<file path="config.mk">
export PLATFORM = sky130hd
export DESIGN_NAME = port_edge_irq_entry
export DESIGN_NICKNAME = d
export VERILOG_FILES = /design/src/irq_entry_pkg.sv /design/src/pin_edge_detect.sv /design/src/irq_entry_seq.sv /design/src/port_edge_irq_entry.sv
export SDC_FILE = /design/constraint.sdc
export NUM_CORES = 1
export LEC_CHECK = 0
export BUFFER_PORTS_ARGS = -buffer_cell sky130_fd_sc_hd__buf_2
export CAP_MARGIN = 20
export CORE_ASPECT_RATIO = 1.4
export CORE_UTILIZATION = 53
export CTS_BUF_LIST = sky130_fd_sc_hd__clkbuf_2 sky130_fd_sc_hd__clkbuf_4 sky130_fd_sc_hd__clkbuf_8
export CTS_CLUSTER_SIZE = 20
export DETAILED_ROUTE_END_ITERATION = 16
export GPL_TIMING_DRIVEN = 1
export PLACE_DENSITY = 0.82
export SLEW_MARGIN = 20
export SYNTH_ARGS = -nofsm -noshare
export SYNTH_HDL_FRONTEND = slang
export SYNTH_SLANG_ARGS = --single-unit
</file>
<file path="constraint.sdc">
create_clock -name mclk -period 2 [get_ports mclk]
set_clock_uncertainty 0.05 [all_clocks]
set_input_delay 0 -clock mclk [delete_from_list [all_inputs] [get_ports mclk]]
set_output_delay 0 -clock mclk [all_outputs]
set_load 0.01 [all_outputs]
</file>
<file path="src/irq_entry_pkg.sv">
// constants, register map and state types for the port edge interrupt block
package irq_entry_pkg;
    // register indices; byte address is four times the index
    localparam logic [13:0] IDX_SRC_ENABLE = 14'h1001;
    localparam logic [13:0] IDX_SRC_STATUS = 14'h1002;
    localparam logic [13:0] IDX_PIN_MASK   = 14'h1011;
    localparam logic [13:0] IDX_POLARITY   = 14'h1012;
    localparam logic [13:0] IDX_PIN_STATUS = 14'h1013;

    localparam int PIN_COUNT    = 8;
    localparam int SRC_WIDTH    = 5;
    localparam int SRC_PORT_BIT = 2;
    localparam int PSW_IE_BIT   = 3;

    localparam logic [4:0]  RST_SRC_ENABLE = 5'h00;
    localparam logic [7:0]  RST_PIN_MASK   = 8'h00;
    localparam logic [7:0]  RST_POLARITY   = 8'h00;
    localparam logic [7:0]  RST_PIN_STATUS = 8'h00;
    localparam logic [7:0]  RST_PSW        = 8'h00;

    localparam logic [15:0] VEC_LO_ADDR = 16'h00fe;
    localparam logic [15:0] VEC_HI_ADDR = 16'h00ff;

    // synchroniser depth plus one sample of history before edges count
    localparam logic [1:0]  EDGE_ARM_CYCLES = 2'h3;

    typedef enum logic [2:0] {
        ST_IDLE,
        ST_PUSH_PSW,
        ST_CLEAR_IE,
        ST_PUSH_PC_LO,
        ST_PUSH_PC_HI,
        ST_FETCH_LO,
        ST_FETCH_HI,
        ST_LOAD
    } entry_state_t;
endpackage

</file>
<file path="src/pin_edge_detect.sv">
// per-pin synchroniser and selectable edge detector
`timescale 1ns/1ns
`default_nettype none
module pin_edge_detect #(
    parameter int WIDTH = 8
) (
    input  wire logic             mclk,
    input  wire logic             arst_n,
    input  wire logic [WIDTH-1:0] pin,
    input  wire logic [WIDTH-1:0] polarity,
    output logic      [WIDTH-1:0] edge_hit
);
    typedef struct packed {
        logic [WIDTH-1:0] meta;
        logic [WIDTH-1:0] sync;
        logic [WIDTH-1:0] prev;
        logic [1:0]       arm;
    } edge_state_t;

    edge_state_t q;
    edge_state_t next_q;

    always_comb begin
        next_q      = q;
        next_q.meta = pin;
        next_q.sync = q.meta;
        next_q.prev = q.sync;
        // history is meaningless until the pipe has filled once
        if (q.arm != irq_entry_pkg::EDGE_ARM_CYCLES) begin
            next_q.arm = q.arm + 2'h1;
        end
    end

    always_ff @(posedge mclk or negedge arst_n) begin
        if (!arst_n) begin
            q <= '0;
        end else begin
            q <= next_q;
        end
    end

    for (genvar i = 0; i < WIDTH; i++) begin : g_pin
        logic armed;
        assign armed = (q.arm == irq_entry_pkg::EDGE_ARM_CYCLES);
        assign edge_hit[i] = armed & (polarity[i] ? (q.sync[i] & ~q.prev[i])
                                                  : (~q.sync[i] & q.prev[i]));

        a_edge_select:
        assert property (@(posedge mclk) disable iff (!arst_n)
            (armed && $past(polarity[i]) == polarity[i] && q.sync[i] != q.prev[i])
            |-> (edge_hit[i] == (q.sync[i] == polarity[i])))
        else $error("edge hit does not follow polarity");
    end
endmodule
`default_nettype wire

</file>
<file path="src/irq_entry_seq.sv">
// single-vector interrupt entry sequence of the core
`timescale 1ns/1ns
`default_nettype none
module irq_entry_seq (
    input  wire logic        mclk,
    input  wire logic        arst_n,
    input  wire logic        irq_req,
    input  wire logic        set_irq_flag_instr,
    input  wire logic        psw_restore,
    input  wire logic [7:0]  psw_restore_data,
    input  wire logic [15:0] next_pc,
    input  wire logic [7:0]  mem_rdata,
    output logic      [7:0]  processor_status_word,
    output logic             stack_push,
    output logic      [7:0]  stack_data,
    output logic             mem_rd,
    output logic      [15:0] mem_addr,
    output logic             pc_load,
    output logic      [15:0] pc_value,
    output logic             entry_busy
);
    localparam int IE = irq_entry_pkg::PSW_IE_BIT;

    typedef struct packed {
        irq_entry_pkg::entry_state_t state;
        logic [7:0]  psw;
        logic [15:0] ret_pc;
        logic [7:0]  vec_lo;
        logic [7:0]  stack_data;
        logic [15:0] pc_value;
        logic        pc_load;
    } seq_state_t;

    seq_state_t q;
    seq_state_t next_q;

    always_comb begin
        next_q         = q;
        next_q.pc_load = 1'b0;
        case (q.state)
            irq_entry_pkg::ST_IDLE: begin
                if (irq_req && q.psw[IE]) begin
                    next_q.state      = irq_entry_pkg::ST_PUSH_PSW;
                    next_q.stack_data = q.psw;
                    next_q.ret_pc     = next_pc;
                end else if (psw_restore) begin
                    next_q.psw = psw_restore_data;
                end else if (set_irq_flag_instr) begin
                    next_q.psw[IE] = 1'b1;
                end
            end
            irq_entry_pkg::ST_PUSH_PSW: begin
                next_q.state = irq_entry_pkg::ST_CLEAR_IE;
            end
            irq_entry_pkg::ST_CLEAR_IE: begin
                next_q.psw[IE]    = 1'b0;
                next_q.stack_data = q.ret_pc[7:0];
                next_q.state      = irq_entry_pkg::ST_PUSH_PC_LO;
            end
            irq_entry_pkg::ST_PUSH_PC_LO: begin
                next_q.stack_data = q.ret_pc[15:8];
                next_q.state      = irq_entry_pkg::ST_PUSH_PC_HI;
            end
            irq_entry_pkg::ST_PUSH_PC_HI: begin
                next_q.state = irq_entry_pkg::ST_FETCH_LO;
            end
            irq_entry_pkg::ST_FETCH_LO: begin
                next_q.state = irq_entry_pkg::ST_FETCH_HI;
            end
            irq_entry_pkg::ST_FETCH_HI: begin
                next_q.vec_lo = mem_rdata;
                next_q.state  = irq_entry_pkg::ST_LOAD;
            end
            irq_entry_pkg::ST_LOAD: begin
                next_q.pc_value = {mem_rdata, q.vec_lo};
                next_q.pc_load  = 1'b1;
                next_q.state    = irq_entry_pkg::ST_IDLE;
            end
            default: begin
                next_q.state = irq_entry_pkg::ST_IDLE;
            end
        endcase
    end

    always_ff @(posedge mclk or negedge arst_n) begin
        if (!arst_n) begin
            q       <= '0;
            q.psw   <= irq_entry_pkg::RST_PSW;
            q.state <= irq_entry_pkg::ST_IDLE;
        end else begin
            q <= next_q;
        end
    end

    always_comb begin
        mem_addr = '0;
        if (q.state == irq_entry_pkg::ST_FETCH_LO) begin
            mem_addr = irq_entry_pkg::VEC_LO_ADDR;
        end else if (q.state == irq_entry_pkg::ST_FETCH_HI) begin
            mem_addr = irq_entry_pkg::VEC_HI_ADDR;
        end
    end

    assign mem_rd = (q.state == irq_entry_pkg::ST_FETCH_LO) || (q.state == irq_entry_pkg::ST_FETCH_HI);
    assign stack_push = (q.state == irq_entry_pkg::ST_PUSH_PSW) || (q.state == irq_entry_pkg::ST_PUSH_PC_LO)
                     || (q.state == irq_entry_pkg::ST_PUSH_PC_HI);
    assign stack_data            = q.stack_data;
    assign processor_status_word = q.psw;
    assign pc_load               = q.pc_load;
    assign pc_value              = q.pc_value;
    assign entry_busy            = (q.state != irq_entry_pkg::ST_IDLE);

    a_accept_gate:
    assert property (@(posedge mclk) disable iff (!arst_n)
        (q.state == irq_entry_pkg::ST_IDLE && !(irq_req && q.psw[IE]))
        |=> q.state == irq_entry_pkg::ST_IDLE)
    else $error("entry taken without request and flag");

    a_psw_first:
    assert property (@(posedge mclk) disable iff (!arst_n)
        (q.state == irq_entry_pkg::ST_IDLE && irq_req && q.psw[IE])
        |=> stack_push && stack_data == $past(q.psw) && q.psw[IE])
    else $error("status word not pushed first");

    a_flag_cleared:
    assert property (@(posedge mclk) disable iff (!arst_n)
        (q.state == irq_entry_pkg::ST_PUSH_PSW) |=> ##1 !q.psw[IE] ##1 stack_push)
    else $error("interrupt flag not cleared after status push");

    a_return_push:
    assert property (@(posedge mclk) disable iff (!arst_n)
        (q.state == irq_entry_pkg::ST_IDLE && irq_req && q.psw[IE])
        |=> ##2 (stack_push && stack_data == $past(next_pc[7:0], 3))
            ##1 (stack_push && stack_data == $past(next_pc[15:8], 4)))
    else $error("return address push wrong");

    a_vector_load:
    assert property (@(posedge mclk) disable iff (!arst_n)
        (q.state == irq_entry_pkg::ST_FETCH_LO && mem_addr == irq_entry_pkg::VEC_LO_ADDR)
        |=> (mem_addr == irq_entry_pkg::VEC_HI_ADDR)
            ##1 1'b1
            ##1 (pc_load && pc_value == {$past(mem_rdata), $past(mem_rdata, 2)}))
    else $error("vector not loaded from fixed locations");
endmodule
`default_nettype wire

</file>
<file path="src/port_edge_irq_entry.sv">
// port edge interrupt registers, source gating and core interrupt entry
// Behaviour
// - each pin detects falling edge when polarity bit 0, rising edge when 1
// - a detected edge sets that pin's status flag; 0 means nothing pending
// - all sources share one entry; firmware finds the source from status registers
// - entry only when status word interrupt flag bit 3 and source enable set
// - on entry the core pushes its status word onto the stack first
// - then the core clears its interrupt flag to block re-entry
// - then the core pushes the next instruction address as return address
// - then the program counter loads the vector stored at locations fe and ff
// - writing 0 to a status bit clears it; writing 1 leaves it
// - pin mask bit 1 lets the pin raise an interrupt; 0 blocks it
// - top-level enable bit 2 gates the combined port source
//
// The APB interface to the registers was left to the implementer.
`timescale 1ns/1ns
`default_nettype none
module port_edge_irq_entry #(
    parameter int PINS = irq_entry_pkg::PIN_COUNT
) (
    input  wire logic            mclk,
    input  wire logic            arst_n,
    // apb slave
    input  wire logic            psel,
    input  wire logic            penable,
    input  wire logic            pwrite,
    input  wire logic [15:0]     paddr,
    input  wire logic [31:0]     pwdata,
    output logic      [31:0]     prdata,
    output logic                 pready,
    output logic                 pslverr,
    // external event pins
    input  wire logic [PINS-1:0] port_pin_n,
    // core side
    input  wire logic            set_irq_flag_instr,
    input  wire logic            psw_restore,
    input  wire logic [7:0]      psw_restore_data,
    input  wire logic [15:0]     next_pc,
    input  wire logic [7:0]      mem_rdata,
    output logic      [7:0]      processor_status_word,
    output logic                 stack_push,
    output logic      [7:0]      stack_data,
    output logic                 mem_rd,
    output logic      [15:0]     mem_addr,
    output logic                 pc_load,
    output logic      [15:0]     pc_value,
    output logic                 entry_busy,
    output logic                 irq_req
);
    localparam int PB = irq_entry_pkg::SRC_PORT_BIT;

    typedef struct packed {
        logic [irq_entry_pkg::SRC_WIDTH-1:0] irq_source_enable;
        logic                                port_src_flag;
        logic [PINS-1:0]                     port_pin_mask;
        logic [PINS-1:0]                     port_edge_polarity;
        logic [PINS-1:0]                     port_edge_status;
        logic [31:0]                         rdata;
        logic                                bad_addr;
    } regs_state_t;

    regs_state_t q;
    regs_state_t next_q;

    logic [PINS-1:0] edge_hit;
    logic [13:0]     idx;
    logic            aligned;
    logic            setup;
    logic            access;
    logic            wr;
    logic            hit_enable;
    logic            hit_status;
    logic            hit_mask;
    logic            hit_pol;
    logic            hit_pstat;
    logic            mapped;
    logic [31:0]     rd_mux;

    pin_edge_detect #(
        .WIDTH (PINS)
    ) u_edge (
        .mclk     (mclk),
        .arst_n   (arst_n),
        .pin      (port_pin_n),
        .polarity (q.port_edge_polarity),
        .edge_hit (edge_hit)
    );

    // one shared request; the firmware walks the status registers to find why
    irq_entry_seq u_entry (
        .mclk                  (mclk),
        .arst_n                (arst_n),
        .irq_req               (irq_req),
        .set_irq_flag_instr    (set_irq_flag_instr),
        .psw_restore           (psw_restore),
        .psw_restore_data      (psw_restore_data),
        .next_pc               (next_pc),
        .mem_rdata             (mem_rdata),
        .processor_status_word (processor_status_word),
        .stack_push            (stack_push),
        .stack_data            (stack_data),
        .mem_rd                (mem_rd),
        .mem_addr              (mem_addr),
        .pc_load               (pc_load),
        .pc_value              (pc_value),
        .entry_busy            (entry_busy)
    );

    // address decode
    assign idx        = paddr[15:2];
    assign aligned    = (paddr[1:0] == 2'h0);
    assign hit_enable = aligned && (idx == irq_entry_pkg::IDX_SRC_ENABLE);
    assign hit_status = aligned && (idx == irq_entry_pkg::IDX_SRC_STATUS);
    assign hit_mask   = aligned && (idx == irq_entry_pkg::IDX_PIN_MASK);
    assign hit_pol    = aligned && (idx == irq_entry_pkg::IDX_POLARITY);
    assign hit_pstat  = aligned && (idx == irq_entry_pkg::IDX_PIN_STATUS);
    assign mapped     = hit_enable | hit_status | hit_mask | hit_pol | hit_pstat;

    assign setup  = psel && !penable;
    assign access = psel && penable;
    // q.bad_addr was taken from the same held address in the setup cycle
    assign wr     = access && pwrite && !q.bad_addr;

    always_comb begin
        rd_mux = '0;
        if (hit_enable) begin
            rd_mux[irq_entry_pkg::SRC_WIDTH-1:0] = q.irq_source_enable;
        end
        if (hit_status) begin
            rd_mux[PB] = q.port_src_flag;
        end
        if (hit_mask) begin
            rd_mux[PINS-1:0] = q.port_pin_mask;
        end
        if (hit_pol) begin
            rd_mux[PINS-1:0] = q.port_edge_polarity;
        end
        if (hit_pstat) begin
            rd_mux[PINS-1:0] = q.port_edge_status;
        end
    end

    always_comb begin
        next_q = q;
        // read data is caught in the setup cycle, so every access has zero waits
        if (setup) begin
            next_q.rdata    = rd_mux;
            next_q.bad_addr = !mapped;
        end
        if (wr && hit_enable) begin
            next_q.irq_source_enable = pwdata[irq_entry_pkg::SRC_WIDTH-1:0];
        end
        if (wr && hit_mask) begin
            next_q.port_pin_mask = pwdata[PINS-1:0];
        end
        if (wr && hit_pol) begin
            next_q.port_edge_polarity = pwdata[PINS-1:0];
        end
        // write 0 clears, write 1 keeps; a new edge in the same cycle wins
        if (wr && hit_pstat) begin
            next_q.port_edge_status = q.port_edge_status & pwdata[PINS-1:0];
        end
        next_q.port_edge_status = next_q.port_edge_status | edge_hit;
        if (wr && hit_status) begin
            next_q.port_src_flag = q.port_src_flag & pwdata[PB];
        end
        // while any unmasked pin flag stays set the top bit cannot be cleared
        if (|(q.port_edge_status & q.port_pin_mask)) begin
            next_q.port_src_flag = 1'b1;
        end
    end

    always_ff @(posedge mclk or negedge arst_n) begin
        if (!arst_n) begin
            q                    <= '0;
            q.irq_source_enable  <= irq_entry_pkg::RST_SRC_ENABLE;
            q.port_pin_mask      <= irq_entry_pkg::RST_PIN_MASK;
            q.port_edge_polarity <= irq_entry_pkg::RST_POLARITY;
            q.port_edge_status   <= irq_entry_pkg::RST_PIN_STATUS;
        end else begin
            q <= next_q;
        end
    end

    // only the port source is built here; other top bits read as zero
    assign irq_req = q.port_src_flag && q.irq_source_enable[PB];

    assign prdata  = q.rdata;
    assign pready  = access;
    assign pslverr = access && q.bad_addr;

    a_status_set:
    assert property (@(posedge mclk) disable iff (!arst_n)
        (edge_hit != '0)
        |=> ((q.port_edge_status & $past(edge_hit)) == $past(edge_hit)))
    else $error("edge did not set its status flag");

    a_status_clear:
    assert property (@(posedge mclk) disable iff (!arst_n)
        (wr && hit_pstat)
        |=> (q.port_edge_status == (($past(q.port_edge_status) & $past(pwdata[PINS-1:0]))
                                    | $past(edge_hit))))
    else $error("status write did not clear by zeros only");

    a_top_set:
    assert property (@(posedge mclk) disable iff (!arst_n)
        (|(q.port_edge_status & q.port_pin_mask)) |=> q.port_src_flag)
    else $error("unmasked pin flag did not set top status");

    a_mask_block:
    assert property (@(posedge mclk) disable iff (!arst_n)
        (!q.port_src_flag && q.port_pin_mask == '0 && !(wr && hit_status))
        |=> !q.port_src_flag)
    else $error("masked pin raised top status");

    a_irq_hold:
    assert property (@(posedge mclk) disable iff (!arst_n)
        (irq_req && !(wr && (hit_status || hit_enable)))
        |=> irq_req)
    else $error("request dropped without firmware clear");

    a_irq_gate:
    assert property (@(posedge mclk) disable iff (!arst_n)
        (wr && hit_enable && !pwdata[PB]) |=> !irq_req)
    else $error("request with port source disabled");

    a_bad_addr:
    assert property (@(posedge mclk) disable iff (!arst_n)
        (setup && !mapped) |=> (access |-> pslverr))
    else $error("unmapped access not flagged");
endmodule
`default_nettype wire

</file>
# ---- After elaboration in Yosys (flattened, before gate mapping)
# Index checks and enable logic that the tools add are counted.
dict set report word_totals {
  register_bits 125
  input_bits 95
  out_inout_bits 87
  wordCells 148
}
dict set report op_classes {
  addsub 1
  n_eq_ne 17
  mux 28
  bitwise_logic 49
  n_reduce_logical 34
}
# operator n
set op_table {}
lappend op_table {{$eq A14 B13 Y1 const B} 5}
lappend op_table {{$mux W8} 6}
lappend op_table {{$and A1 B1 Y1} 25}
lappend op_table {{$pmux W3 S8} 1}
lappend op_table {{$pmux W8 S3} 1}
lappend op_table {{$logic_and A1 B1 Y1} 17}
lappend op_table {{$not A1 Y1} 17}
lappend op_table {{$and A8 B8 Y8} 2}
lappend op_table {{$mux W16} 1}
lappend op_table {{$mux W1} 14}
lappend op_table {{$eq A3 B3 Y1 const B} 4}
lappend op_table {{$or A8 B8 Y8} 1}
lappend op_table {{$reduce_or A8 Y1} 1}
lappend op_table {{$eq A3 B2 Y1 const B} 2}
lappend op_table {{$mux W3} 2}
lappend op_table {{$reduce_and A3 Y1} 2}
lappend op_table {{$reduce_bool A3 Y1} 2}
lappend op_table {{$mux W5} 1}
lappend op_table {{$mux W4} 1}
lappend op_table {{$ne A2 B2 Y1 const B} 2}
lappend op_table {{$or A1 B1 Y1} 4}
lappend op_table {{$reduce_and A2 Y1} 2}
lappend op_table {{$reduce_bool A2 Y1} 2}
lappend op_table {{$eq A3 B1 Y1 const B} 1}
lappend op_table {{9 further kinds} 13}

# ---- Logic depth before layout (Yosys ltp)
# Gate-level depths: netlist of the first run.
dict set report depth {
  ltp_word 7
  ltp_mapped 8
  ltp_nobuf 6
}

# ---- Cells and area by module
# A second synthesis of the first run with hierarchy kept.
dict set report unflattened {
  cells_unflattened 495
  area_unflattened_um2 5994.5
}
# module instances cells_per_inst area_per_inst_um2 seq_area_each_um2
set modules_own_cells {}
lappend modules_own_cells {irq_entry_seq 1 244 2912.8 1501.4}
lappend modules_own_cells {port_edge_irq_entry 1 197 2193.4 975.9}
lappend modules_own_cells {pin_edge_detect 1 54 888.4 650.6}

# ---- Worst setup path before layout of the first run
# OpenSTA, ideal clock, no wires.
dict set report synth_path {
  path_type {register -> register}
  start {register u_entry.q[57] in the netlist's numbering}
  end {register u_entry.q[39] in the netlist's numbering}
  setup_ns 0.125
  t_arrival_ns 1.726
  required_ns 1.825
  path_slack_ns 0.099
  path_stages_with_launch 8
  n_path_buf 2
  period_less_slack_ns 1.901
  path_cell_list {dfrtp_1 inv_1 ha_1 nand2b_1 buf_2 nor2_2 buf_2 mux2_2}
}
dict set report synth_between {
  elab_chain_len 2
}
# element line
set synth_rtl {}
lappend synth_rtl {{start, declared} irq_entry_seq.sv:34} ;# seq_state_t q;
lappend synth_rtl {{start signal, assigned} irq_entry_seq.sv:91} ;# q <= next_q;
lappend synth_rtl {{$logic_not A3 Y1} irq_entry_seq.sv:40} ;# case (q.state)
lappend synth_rtl {{$reduce_and A2 Y1 (no source line)} -}
# Every way passes these cells.
# A chain may end at the register's enable or synchronous reset.

# ---- Worst setup path in the final report of the first run
dict set report layout_path {
  start {input paddr[13]}
  end {register q (netlist bit prdata[6])}
}
dict set report layout_between {
  elab_chain_len 5
  word_cells_on_any_way 9
  classes_between {eq/ne (3); mux (3); reduce/logical (3)}
}
# element line
set layout_rtl {}
lappend layout_rtl {{start, declared} port_edge_irq_entry.sv:27} ;# input wire logic [15:0] paddr,
lappend layout_rtl {{$eq A14 B13 Y1} port_edge_irq_entry.sv:114} ;# assign hit_mask = aligned && (idx == irq_entry_pkg::IDX_PIN_MASK);
lappend layout_rtl {{$logic_and A1 B1 Y1} port_edge_irq_entry.sv:114}
lappend layout_rtl {{$mux W8} port_edge_irq_entry.sv:132} ;# if (hit_mask) begin
lappend layout_rtl {{$mux W8} port_edge_irq_entry.sv:135} ;# if (hit_pol) begin
lappend layout_rtl {{$mux W8 (*)} port_edge_irq_entry.sv:138} ;# if (hit_pstat) begin
lappend layout_rtl {{end signal, assigned} port_edge_irq_entry.sv:181} ;# q <= next_q;
lappend layout_rtl {{end, declared} port_edge_irq_entry.sv:62} ;# regs_state_t q;
# Mark *: on every way between the ends. The rest lies on a longest branch, timed or not.

==> results of run 1 <==
[cells in the mapped netlist (2+ instances only)]
master                       n  share of area
sky130_fd_sc_hd__and2_1      2         0.0021
sky130_fd_sc_hd__ha_1        5          0.011
sky130_fd_sc_hd__dfrtp_1   125           0.54
sky130_fd_sc_hd__a21oi_1    30          0.026
sky130_fd_sc_hd__o31ai_1     7         0.0090
sky130_fd_sc_hd__nand2_1    33          0.021
sky130_fd_sc_hd__a211oi_1    2         0.0026
sky130_fd_sc_hd__nor2_1     38          0.024
sky130_fd_sc_hd__nor2b_1     4         0.0043
sky130_fd_sc_hd__nor3b_1     9          0.012
sky130_fd_sc_hd__and3_1      2         0.0021
sky130_fd_sc_hd__clkbuf_1   11         0.0071
sky130_fd_sc_hd__inv_1       8         0.0051
sky130_fd_sc_hd__mux2_2     70           0.13
sky130_fd_sc_hd__a22oi_1    11          0.014
sky130_fd_sc_hd__nand3_1     4         0.0034
sky130_fd_sc_hd__nand4_1     4         0.0043
sky130_fd_sc_hd__nor3_1      7         0.0060
sky130_fd_sc_hd__o21ai_0    29          0.025
sky130_fd_sc_hd__buf_4      79           0.10
sky130_fd_sc_hd__nand2b_1    4         0.0043
sky130_fd_sc_hd__buf_2       4         0.0034
[cells by family after synthesis]
group | Yosys count | synth area share
adders and majority gates | 5 | 0.0107
and+or+nand+nor | 120 | 0.108
other | 1 | 0.000642
DFF | 125 | 0.535
buffers and inverters | 102 | 0.117
AOI/OAI and AO/OA | 88 | 0.0897
xor gates and xnor gates | 1 | 0.00150
muxes | 71 | 0.137
[routing by layer]
| layer | track usage | up-vias |
|---|---|---|
| met4 | 0.102 | 0 |
| met3 | 0.0525 | 27 |
| met5 | 0 | - |
| met1 | 0.253 | 2047 |
| met2 | 0.410 | 160 |
| li1 | - | 1999 |
[worst max-delay path: cells and delay by family]
kind            cells  cell delay, ns
compound gates      1            0.19
buf+inv             3            1.28
simple gates        3            0.72
[layout make-up]
cell class | instances | area (um2)
Sequential cell | 125 | 3130
Tap cell | 141 | 176
Inverter | 8 | 30.0
Timing Repair Buffer | 201 | 1400
Fill cell | 830 | 3510
Clock buffer | 20 | 275
Clock inverter | 12 | 113
Multi-Input combinational cell | 317 | 2180
[sequential cells by signal, indices dropped and copies added (netlist names)]
| name | flops |
|---|---|
| u_entry.processor_status_word | 8 |
| u_entry.pc_value | 16 |
| prdata | 8 |
| u_edge.q | 10 |
| u_entry.q | 27 |
| u_entry.stack_data | 8 |
| q | 31 |
| u_entry.pc_load | 1 |
| u_edge.next_q | 16 |
[per-stage QoR]
step                 util  std cells
floorplan               -        544
global placement    0.580        731
detailed placement  0.580        731
CTS                 0.673        824
global route        0.675        824
finish              0.675        824
[timing repair]
action	4_1_cts	5_1_grt
hold buffers	61	1
endpoints found under the setup margin	0	19
hold endpoints to repair	205	1
gates resized for setup	0	6
[power breakdown]
group          leakage, nW  switching (mW)  internal (mW)
Sequential            1.53           0.286           3.02
Clock                0.184           0.985           1.09
Combinational         1.75            1.27           1.12
Total                 3.46            2.54           5.23
[path summary, 6_finish.rpt]
kind                                        end  slack (ns)         startpoint
setup / recovery                      prdata[6]        0.10          paddr[13]
hold / removal                             q[0]       -0.03           paddr[7]
setup reg to reg                          q[52]        0.12               q[0]
hold reg to reg                u_edge.next_q[6]        0.30  u_edge.next_q[14]
max in group asynchronous                 q[51]        1.47             arst_n
min in group asynchronous  u_entry.pc_value[15]        0.05             arst_n
[cells in the final DEF (no fill, tap or decap), types with 9 or more instances in the layout]
cell type,n
sky130_fd_sc_hd__a21oi_1,30
sky130_fd_sc_hd__a22oi_1,11
sky130_fd_sc_hd__buf_2,124
sky130_fd_sc_hd__buf_4,12
sky130_fd_sc_hd__clkbuf_8,20
sky130_fd_sc_hd__conb_1,32
sky130_fd_sc_hd__dfrtp_1,125
sky130_fd_sc_hd__dlygate4sd3_1,61
sky130_fd_sc_hd__mux2_2,70
sky130_fd_sc_hd__nand2_1,32
sky130_fd_sc_hd__nor2_1,37
sky130_fd_sc_hd__nor3b_1,9
sky130_fd_sc_hd__o21ai_0,29
==> flow_results.org, run 1 <==
** Setup path
- For the worst setup path, the data required time is between 2 and 2.5 ns.
- The largest single stage delay on the critical path is a little over 0.6 ns.
- Setup crit end kind :: register
- The largest individual stage delay along the critical path comes from the cell sky130_fd_sc_hd__dlygate4sd3_1.
- The critical path is of the input port to register type.
- Crit path arrival time :: roughly 2.2 ns
- Element type at the critical path start :: input port
- In this run the worst path has a maximum fanout of 3.
- Cell mode on critical path :: sky130_fd_sc_hd__dlygate4sd3_1
- Number of cells on the worst reg-to-reg path :: 5
- The signal on the critical path passes through dlygate4sd3_1, buf_2, nor3_1, dlygate4sd3_1, nand3_1, or3_1, o21ai_0.

** STA
- Of the available clock period, the critical path in the final layout requires 0.949.
- The worst path needs around 1.9 ns of the cycle, external delays included.
- Fin Hold WS :: -0.0321 ns
- Setup_tns :: 0 ns
- In the post-route analysis, the smallest setup slack over all paths is 0.102 ns.
- The number of max-slew violations in the final report is 0.
- Derived from the worst setup path, the maximum achievable clock frequency is 527 MHz.
- The total count of hold-check failures in the final report is 1.
- RSZ-0062 raised after global routing :: false
- Finish-stage setup viols :: 0

** Detailed routing
- Via-to-Cell Ratio :: 5.14
- The first TritonRoute pass finished after 4 iterations.
- In the final routed layout, each cell accounts on average for approximately 15 um.
- Wire segments on met2 add up to ~6.6 mm in the final route.
- Antenna viol nets, final :: 0
- Met3 routed WL :: 564 um
- Remaining DRCs :: 0
- The detailed router put a total of ~4.8 mm of wire on met1.
- The detailed router finished its first iteration with 196 violations.
- Via count :: roughly 4,200
- Summed over all layers, the routed wires come to about 12 mm.
- Signal routing reaches up to met4.

** CTS
- Number of buffers inserted during clock tree synthesis :: 17
- Counting along the longest clock path gives a buffer depth of 2.
- Clock latency of the later-clocked register in the worst-skew pair :: 0.43 ns
- Number of buffers inserted to repair setup after CTS :: 0
- The tree is rooted in a sky130_fd_sc_hd__clkbuf_8.
- H-tree levels :: 4
- TritonCTS clock tree :: done
- The tree built by TritonCTS fans out to ~130 sinks.
- Worst-path clk slew :: about 0.080 ns

** Floorplan
- Die Ht :: between 100 and 150 um
- Io pins :: 182
- In this run the standard cell core region covers ~11,000 um2.
- Die Outline Area :: 11,500 um2
- In this run the core area contains 45 standard-cell rows.
- From left edge to right edge, the die measures 90.8 um.
- Starting utilization of the core area :: 0.541

** Layout
- Number of inserted diodes :: 0
- Nets@finish :: 770
- Fraction of layout cells with a size suffix above 1 :: 0.373
- Area delta synth->final :: 24.9%
- Final design area excluding fillers :: about 7300 um2

** Synthesis
- In the synthesized netlist the async set-or-reset flop fraction comes to 1.00.
- The synthesized design contains 0 enable-type register cells.
- Counting flops and latches in the post-synthesis netlist gives 125.
- Each instance of the synthesized netlist takes up on average 11.4 um2.
- Post-Synthesis Cell Area :: ~6000 um2
- Total number of yosys warnings :: 0
- In the synthesized netlist the dominant register cell turns out to be sky130_fd_sc_hd__dfrtp_1.
- The cell count after synthesis came out at 513.
- For this run, the register share of the synthesized area comes to 0.535.
- In this run, distinct cell masters in the synthesized netlist total 47.

** Placed design
- Number of buffer cells added on primary ports :: about 130
- Weighted congestion at the end of routability-driven global placement :: between 0.8 and 0.9
- Summing all placed instances gives a cell area of ~6300 um2.
- Worst slack after detailed placement :: ~0.073 ns
- HPWL Detailed :: around 8 mm

** Power
- Max VDD drop :: around 0.78 mV
- Overall power :: ~7.8 mW
- Total leakage power :: roughly 3.5 nW
- Dividing total power by cell area gives a power density of about 1100 nW/um2.

** GRT
- Via count of the first global-routing pass :: roughly 4,400
- The first global-routing pass estimated a little over 20 mm of wire.
- The number of antenna violations at the first check in global routing came to 0.
- In the global route stage, overall resource usage came out at 0.227.
- Entering global routing, the biggest net connects 78 pins.
- Total congestion overflow after global routing :: 0

** Run
- Number of max-capacitance violations reported :: 0

** Status
- The flow ran to the end, but the final reports show violations.
- Failing checks :: hold timing

** Min path
- The worst hold path was traced through 5 stages.
- The worst hold path belongs to the class input port to register.
Note: power is estimated with default switching activity, not from simulation.
==> run 2, diff against run 1 <==
==> constraint.sdc (replaced) <==
create_clock -name mclk -period 2 [get_ports mclk]
set_clock_uncertainty 0.05 [all_clocks]
set_input_delay 0.2 -clock mclk [delete_from_list [all_inputs] [get_ports mclk]]
set_output_delay 0.2 -clock mclk [all_outputs]
set_load 0.01 [all_outputs]
==> flow_results.org, run 2 (synthesis gave the netlist of run 1 again) <==
** STA
- The worst setup slack after layout is 0.122 ns (+0.0199 ns).
- Slew at the pin closest to its max-slew limit :: 0.533 ns
- The number of max-slew violations in the final report came to 0 (unchanged).
- Hold violation count in the final report :: 0 (-1)
- The total setup violations reported at the end of the flow is 0 (unchanged).
- The final critical path time including I/O delays and setup was 1.88 ns (-0.0199 ns).
- The upper clock frequency limit was 532 MHz (+1.1%).
- The worst pin sits at a relative slew slack of 0.645.
- The ratio of final minimum period to clock period is 0.939 (-0.00996).

** Detailed routing
- The wire length per cell was 14.7 um (-1.1%).
- The number of remaining DRC errors was 0 (unchanged).
- Via-to-Cell Ratio :: 5.16 (+0.49%)
- Via count :: 4,202 (-0.73%)
- The DRC marker count from the first detailed-route iteration is 158 (-19%).
- WL final :: 12.0 mm (-2.3%)
- The number of detailed-routing iterations run before antenna repair was 4 (unchanged).
- The final antenna-violating net count was 0 (unchanged).

** GRT
- The overall fraction of global-route tracks in use was 0.224 (-0.00302).
- The pin count of the biggest net entering global routing is 42 (-46%).
- Global-route wire length before repair :: 20.1 mm (-1.1%)
- The number of global-route vias before repair is 4,314 (-1.5%).
- The number of antenna violations at the first check in global routing came to 0 (unchanged).
- Total congestion overflow after global routing :: 0 (unchanged)

** CTS
- The buffer depth of the longest clock path came to 2 (unchanged).
- H-tree levels :: 4 (unchanged)
- TritonCTS clock tree :: done
- The insertion delay of the later-clocked pin in the worst-skew pair came to 0.41 ns (-0.02 ns).
- The clock-pin transition on the worst setup and hold timing paths is 0.07 ns (about the same).
- Number of buffers inserted during clock tree synthesis :: 17 (unchanged)
- Number of buffers inserted to repair setup after CTS :: 0 (unchanged)
- Clock Tree Root :: sky130_fd_sc_hd__clkbuf_8
- The number of clock sinks is 125 (unchanged).

** Setup path
- Setup crit end kind :: output port
- The minimum setup slack among reg-to-reg paths was 0.14 ns (+0.02 ns).
- The worst path arrival time is 1.63 ns (-0.56 ns).
- The number of cells on the worst reg-to-reg path came to 6 (+1).
- The required time at the endpoint of the critical path was 1.75 ns (-0.55 ns).
- The worst setup path is launched from a register.
- The critical path is of the register to output port type.
- The endpoint identified for the worst register-to-register timing path is u_entry.q[40].
- The startpoint identified for the worst register-to-register timing path is u_entry.q[57].
- CP Max Fanout :: 11 (+8)

** Power
- The leakage component of the power was 3.46 nW (about the same).
- The ratio of total power to cell area is 1100 nW/um2 (+3.6%).
- Max VDD drop :: 0.731 mV (-6.5%)
- Overall power :: 7.98 mW (+2.7%)

** Floorplan
- Horiz. Die Dim :: 90.8 um (unchanged)
- The boundary pin count was 182 (unchanged).
- Die Ht :: 126 um (unchanged)
- The core footprint is 10,800 um2 (unchanged).
- The full die area was 11,500 um2 (unchanged).
- Row cnt :: 45 (unchanged)
- Starting utilization of the core area :: 0.541 (unchanged)

** Layout
- The ratio of cells with drive above 1 in the final layout is 0.386 (+0.0130).
- Ranked by flip-flop count, first place goes to q.
- Nets@finish :: 760 (-1.3%)
- Area delta synth->final :: 23.7%
- Max reg flops :: 31 (unchanged)
- Most common cell after layout, fill and taps aside :: sky130_fd_sc_hd__dfrtp_1
- The top cell types in the final layout, fill and taps aside, are 125 x sky130_fd_sc_hd__dfrtp_1, 124 x sky130_fd_sc_hd__buf_2, 70 x sky130_fd_sc_hd__mux2_2.
- In the final layout, the registers with the most flip-flops are q: 31 flops, u_entry.q: 27 flops.
- Final design area excluding fillers :: 7230 um2 (-0.93%)
- The antenna diode count was 0 (unchanged).

** Placed design
- The number of I/O port buffers came to 125 (unchanged).
- The HPWL reported at the end of detailed placement was 8.30 mm (+0.72%).
- Worst slack after detailed placement :: 0.0475 ns (-0.0255 ns)
- The routability-driven placement congestion ratio came to 0.861 (+1.2%).
- Placed cell areas :: 6320 um2 (+0.80%)

** Min path
- Worst hold path class :: input port to register
- The worst hold path terminates at q[44].
- In this run the most critical hold path is launched from pwdata[3].
- Hold-critical path depth :: 2 (-3)

** Status
- Outcome :: finished, final reports clean

** Run
- The number of max-capacitance violations reported is 0 (unchanged).
-- run 2: changes by cell type in the layout (fill, tap and decap cells not counted), sizes merged --
cell,before,now
dlygate4sd3,61,46
buf,140,145
clkinvlp,5,0
bufinv,1,3
clkbuf,20,22
clkinv,4,5
-- run 2: routing by layer --
metal	track usage	vias to the layer above	wire length, um
met5	0	-	0
met4	0.103	0	229
li1	-	1975	-
met3	0.0423	18	555
met1	0.256	2052	4620
met2	0.403	157	6590
-- run 2: timing repair --
action | CTS | global route
hold endpoints to repair | 100 | 0
gates resized for setup | 2 | 5
hold buffers | 46 | 0
setup endpoints to repair | 9 | 16
pin swaps | 0 | 0
-- run 2: how the worst max path moves through the flow --
stage | start | slack [ns] | to
after floorplan | u_entry.q[57] | 0.1 | u_entry.q[39]
after global placement | u_entry.q[57] | 0.14 | u_entry.processor_status_word[4]
after detailed placement | u_entry.q[57] | 0.05 | u_entry.processor_status_word[7]
after CTS | u_entry.q[57] | 0.04 | u_entry.processor_status_word[2]
after global routing | u_entry.q[57] | -0.009 | entry_busy
final | u_entry.q[57] | 0.12 | stack_push
-- run 2: area by class of cell --
cell class                      instances  area [um2]
Clock inverter                         10         136
Multi-Input combinational cell        317        2180
Tap cell                              141         176
Timing Repair Buffer                  191        1300
Sequential cell                       125        3130
Clock buffer                           22         284
Fill cell                             847        3580
Inverter                                8        30.0
-- run 2: stage by stage --
| stage | hold slack (ns) | setup TNS (ns) | instances | util |
|---|---|---|---|---|
| floorplan | -0.146 | 0 | 544 | - |
| global placement | 0.153 | 0 | 736 | 0.585 |
| detailed placement | 0.168 | 0 | 736 | 0.585 |
| CTS | 0.00801 | 0 | 814 | 0.667 |
| global route | 0.0370 | -0.0260 | 814 | 0.669 |
| finish | 0.0419 | 0 | 814 | 0.669 |
-- run 2: critical path: stages, from the launching register on --
cell and delay [ns]:
sky130_fd_sc_hd__dfrtp_1 0.41, sky130_fd_sc_hd__ha_1 0.23, sky130_fd_sc_hd__buf_4 0.18, sky130_fd_sc_hd__nor3_1 0.19
sky130_fd_sc_hd__a21oi_1 0.06, sky130_fd_sc_hd__buf_2 0.14
-- run 2: power breakdown --
| group | internal, mW | switching, mW | total [mW] |
|---|---|---|---|
| clock network | 1.34 | 0.922 | 2.27 |
| registers | 3.02 | 0.282 | 3.30 |
| logic | 1.11 | 1.30 | 2.41 |
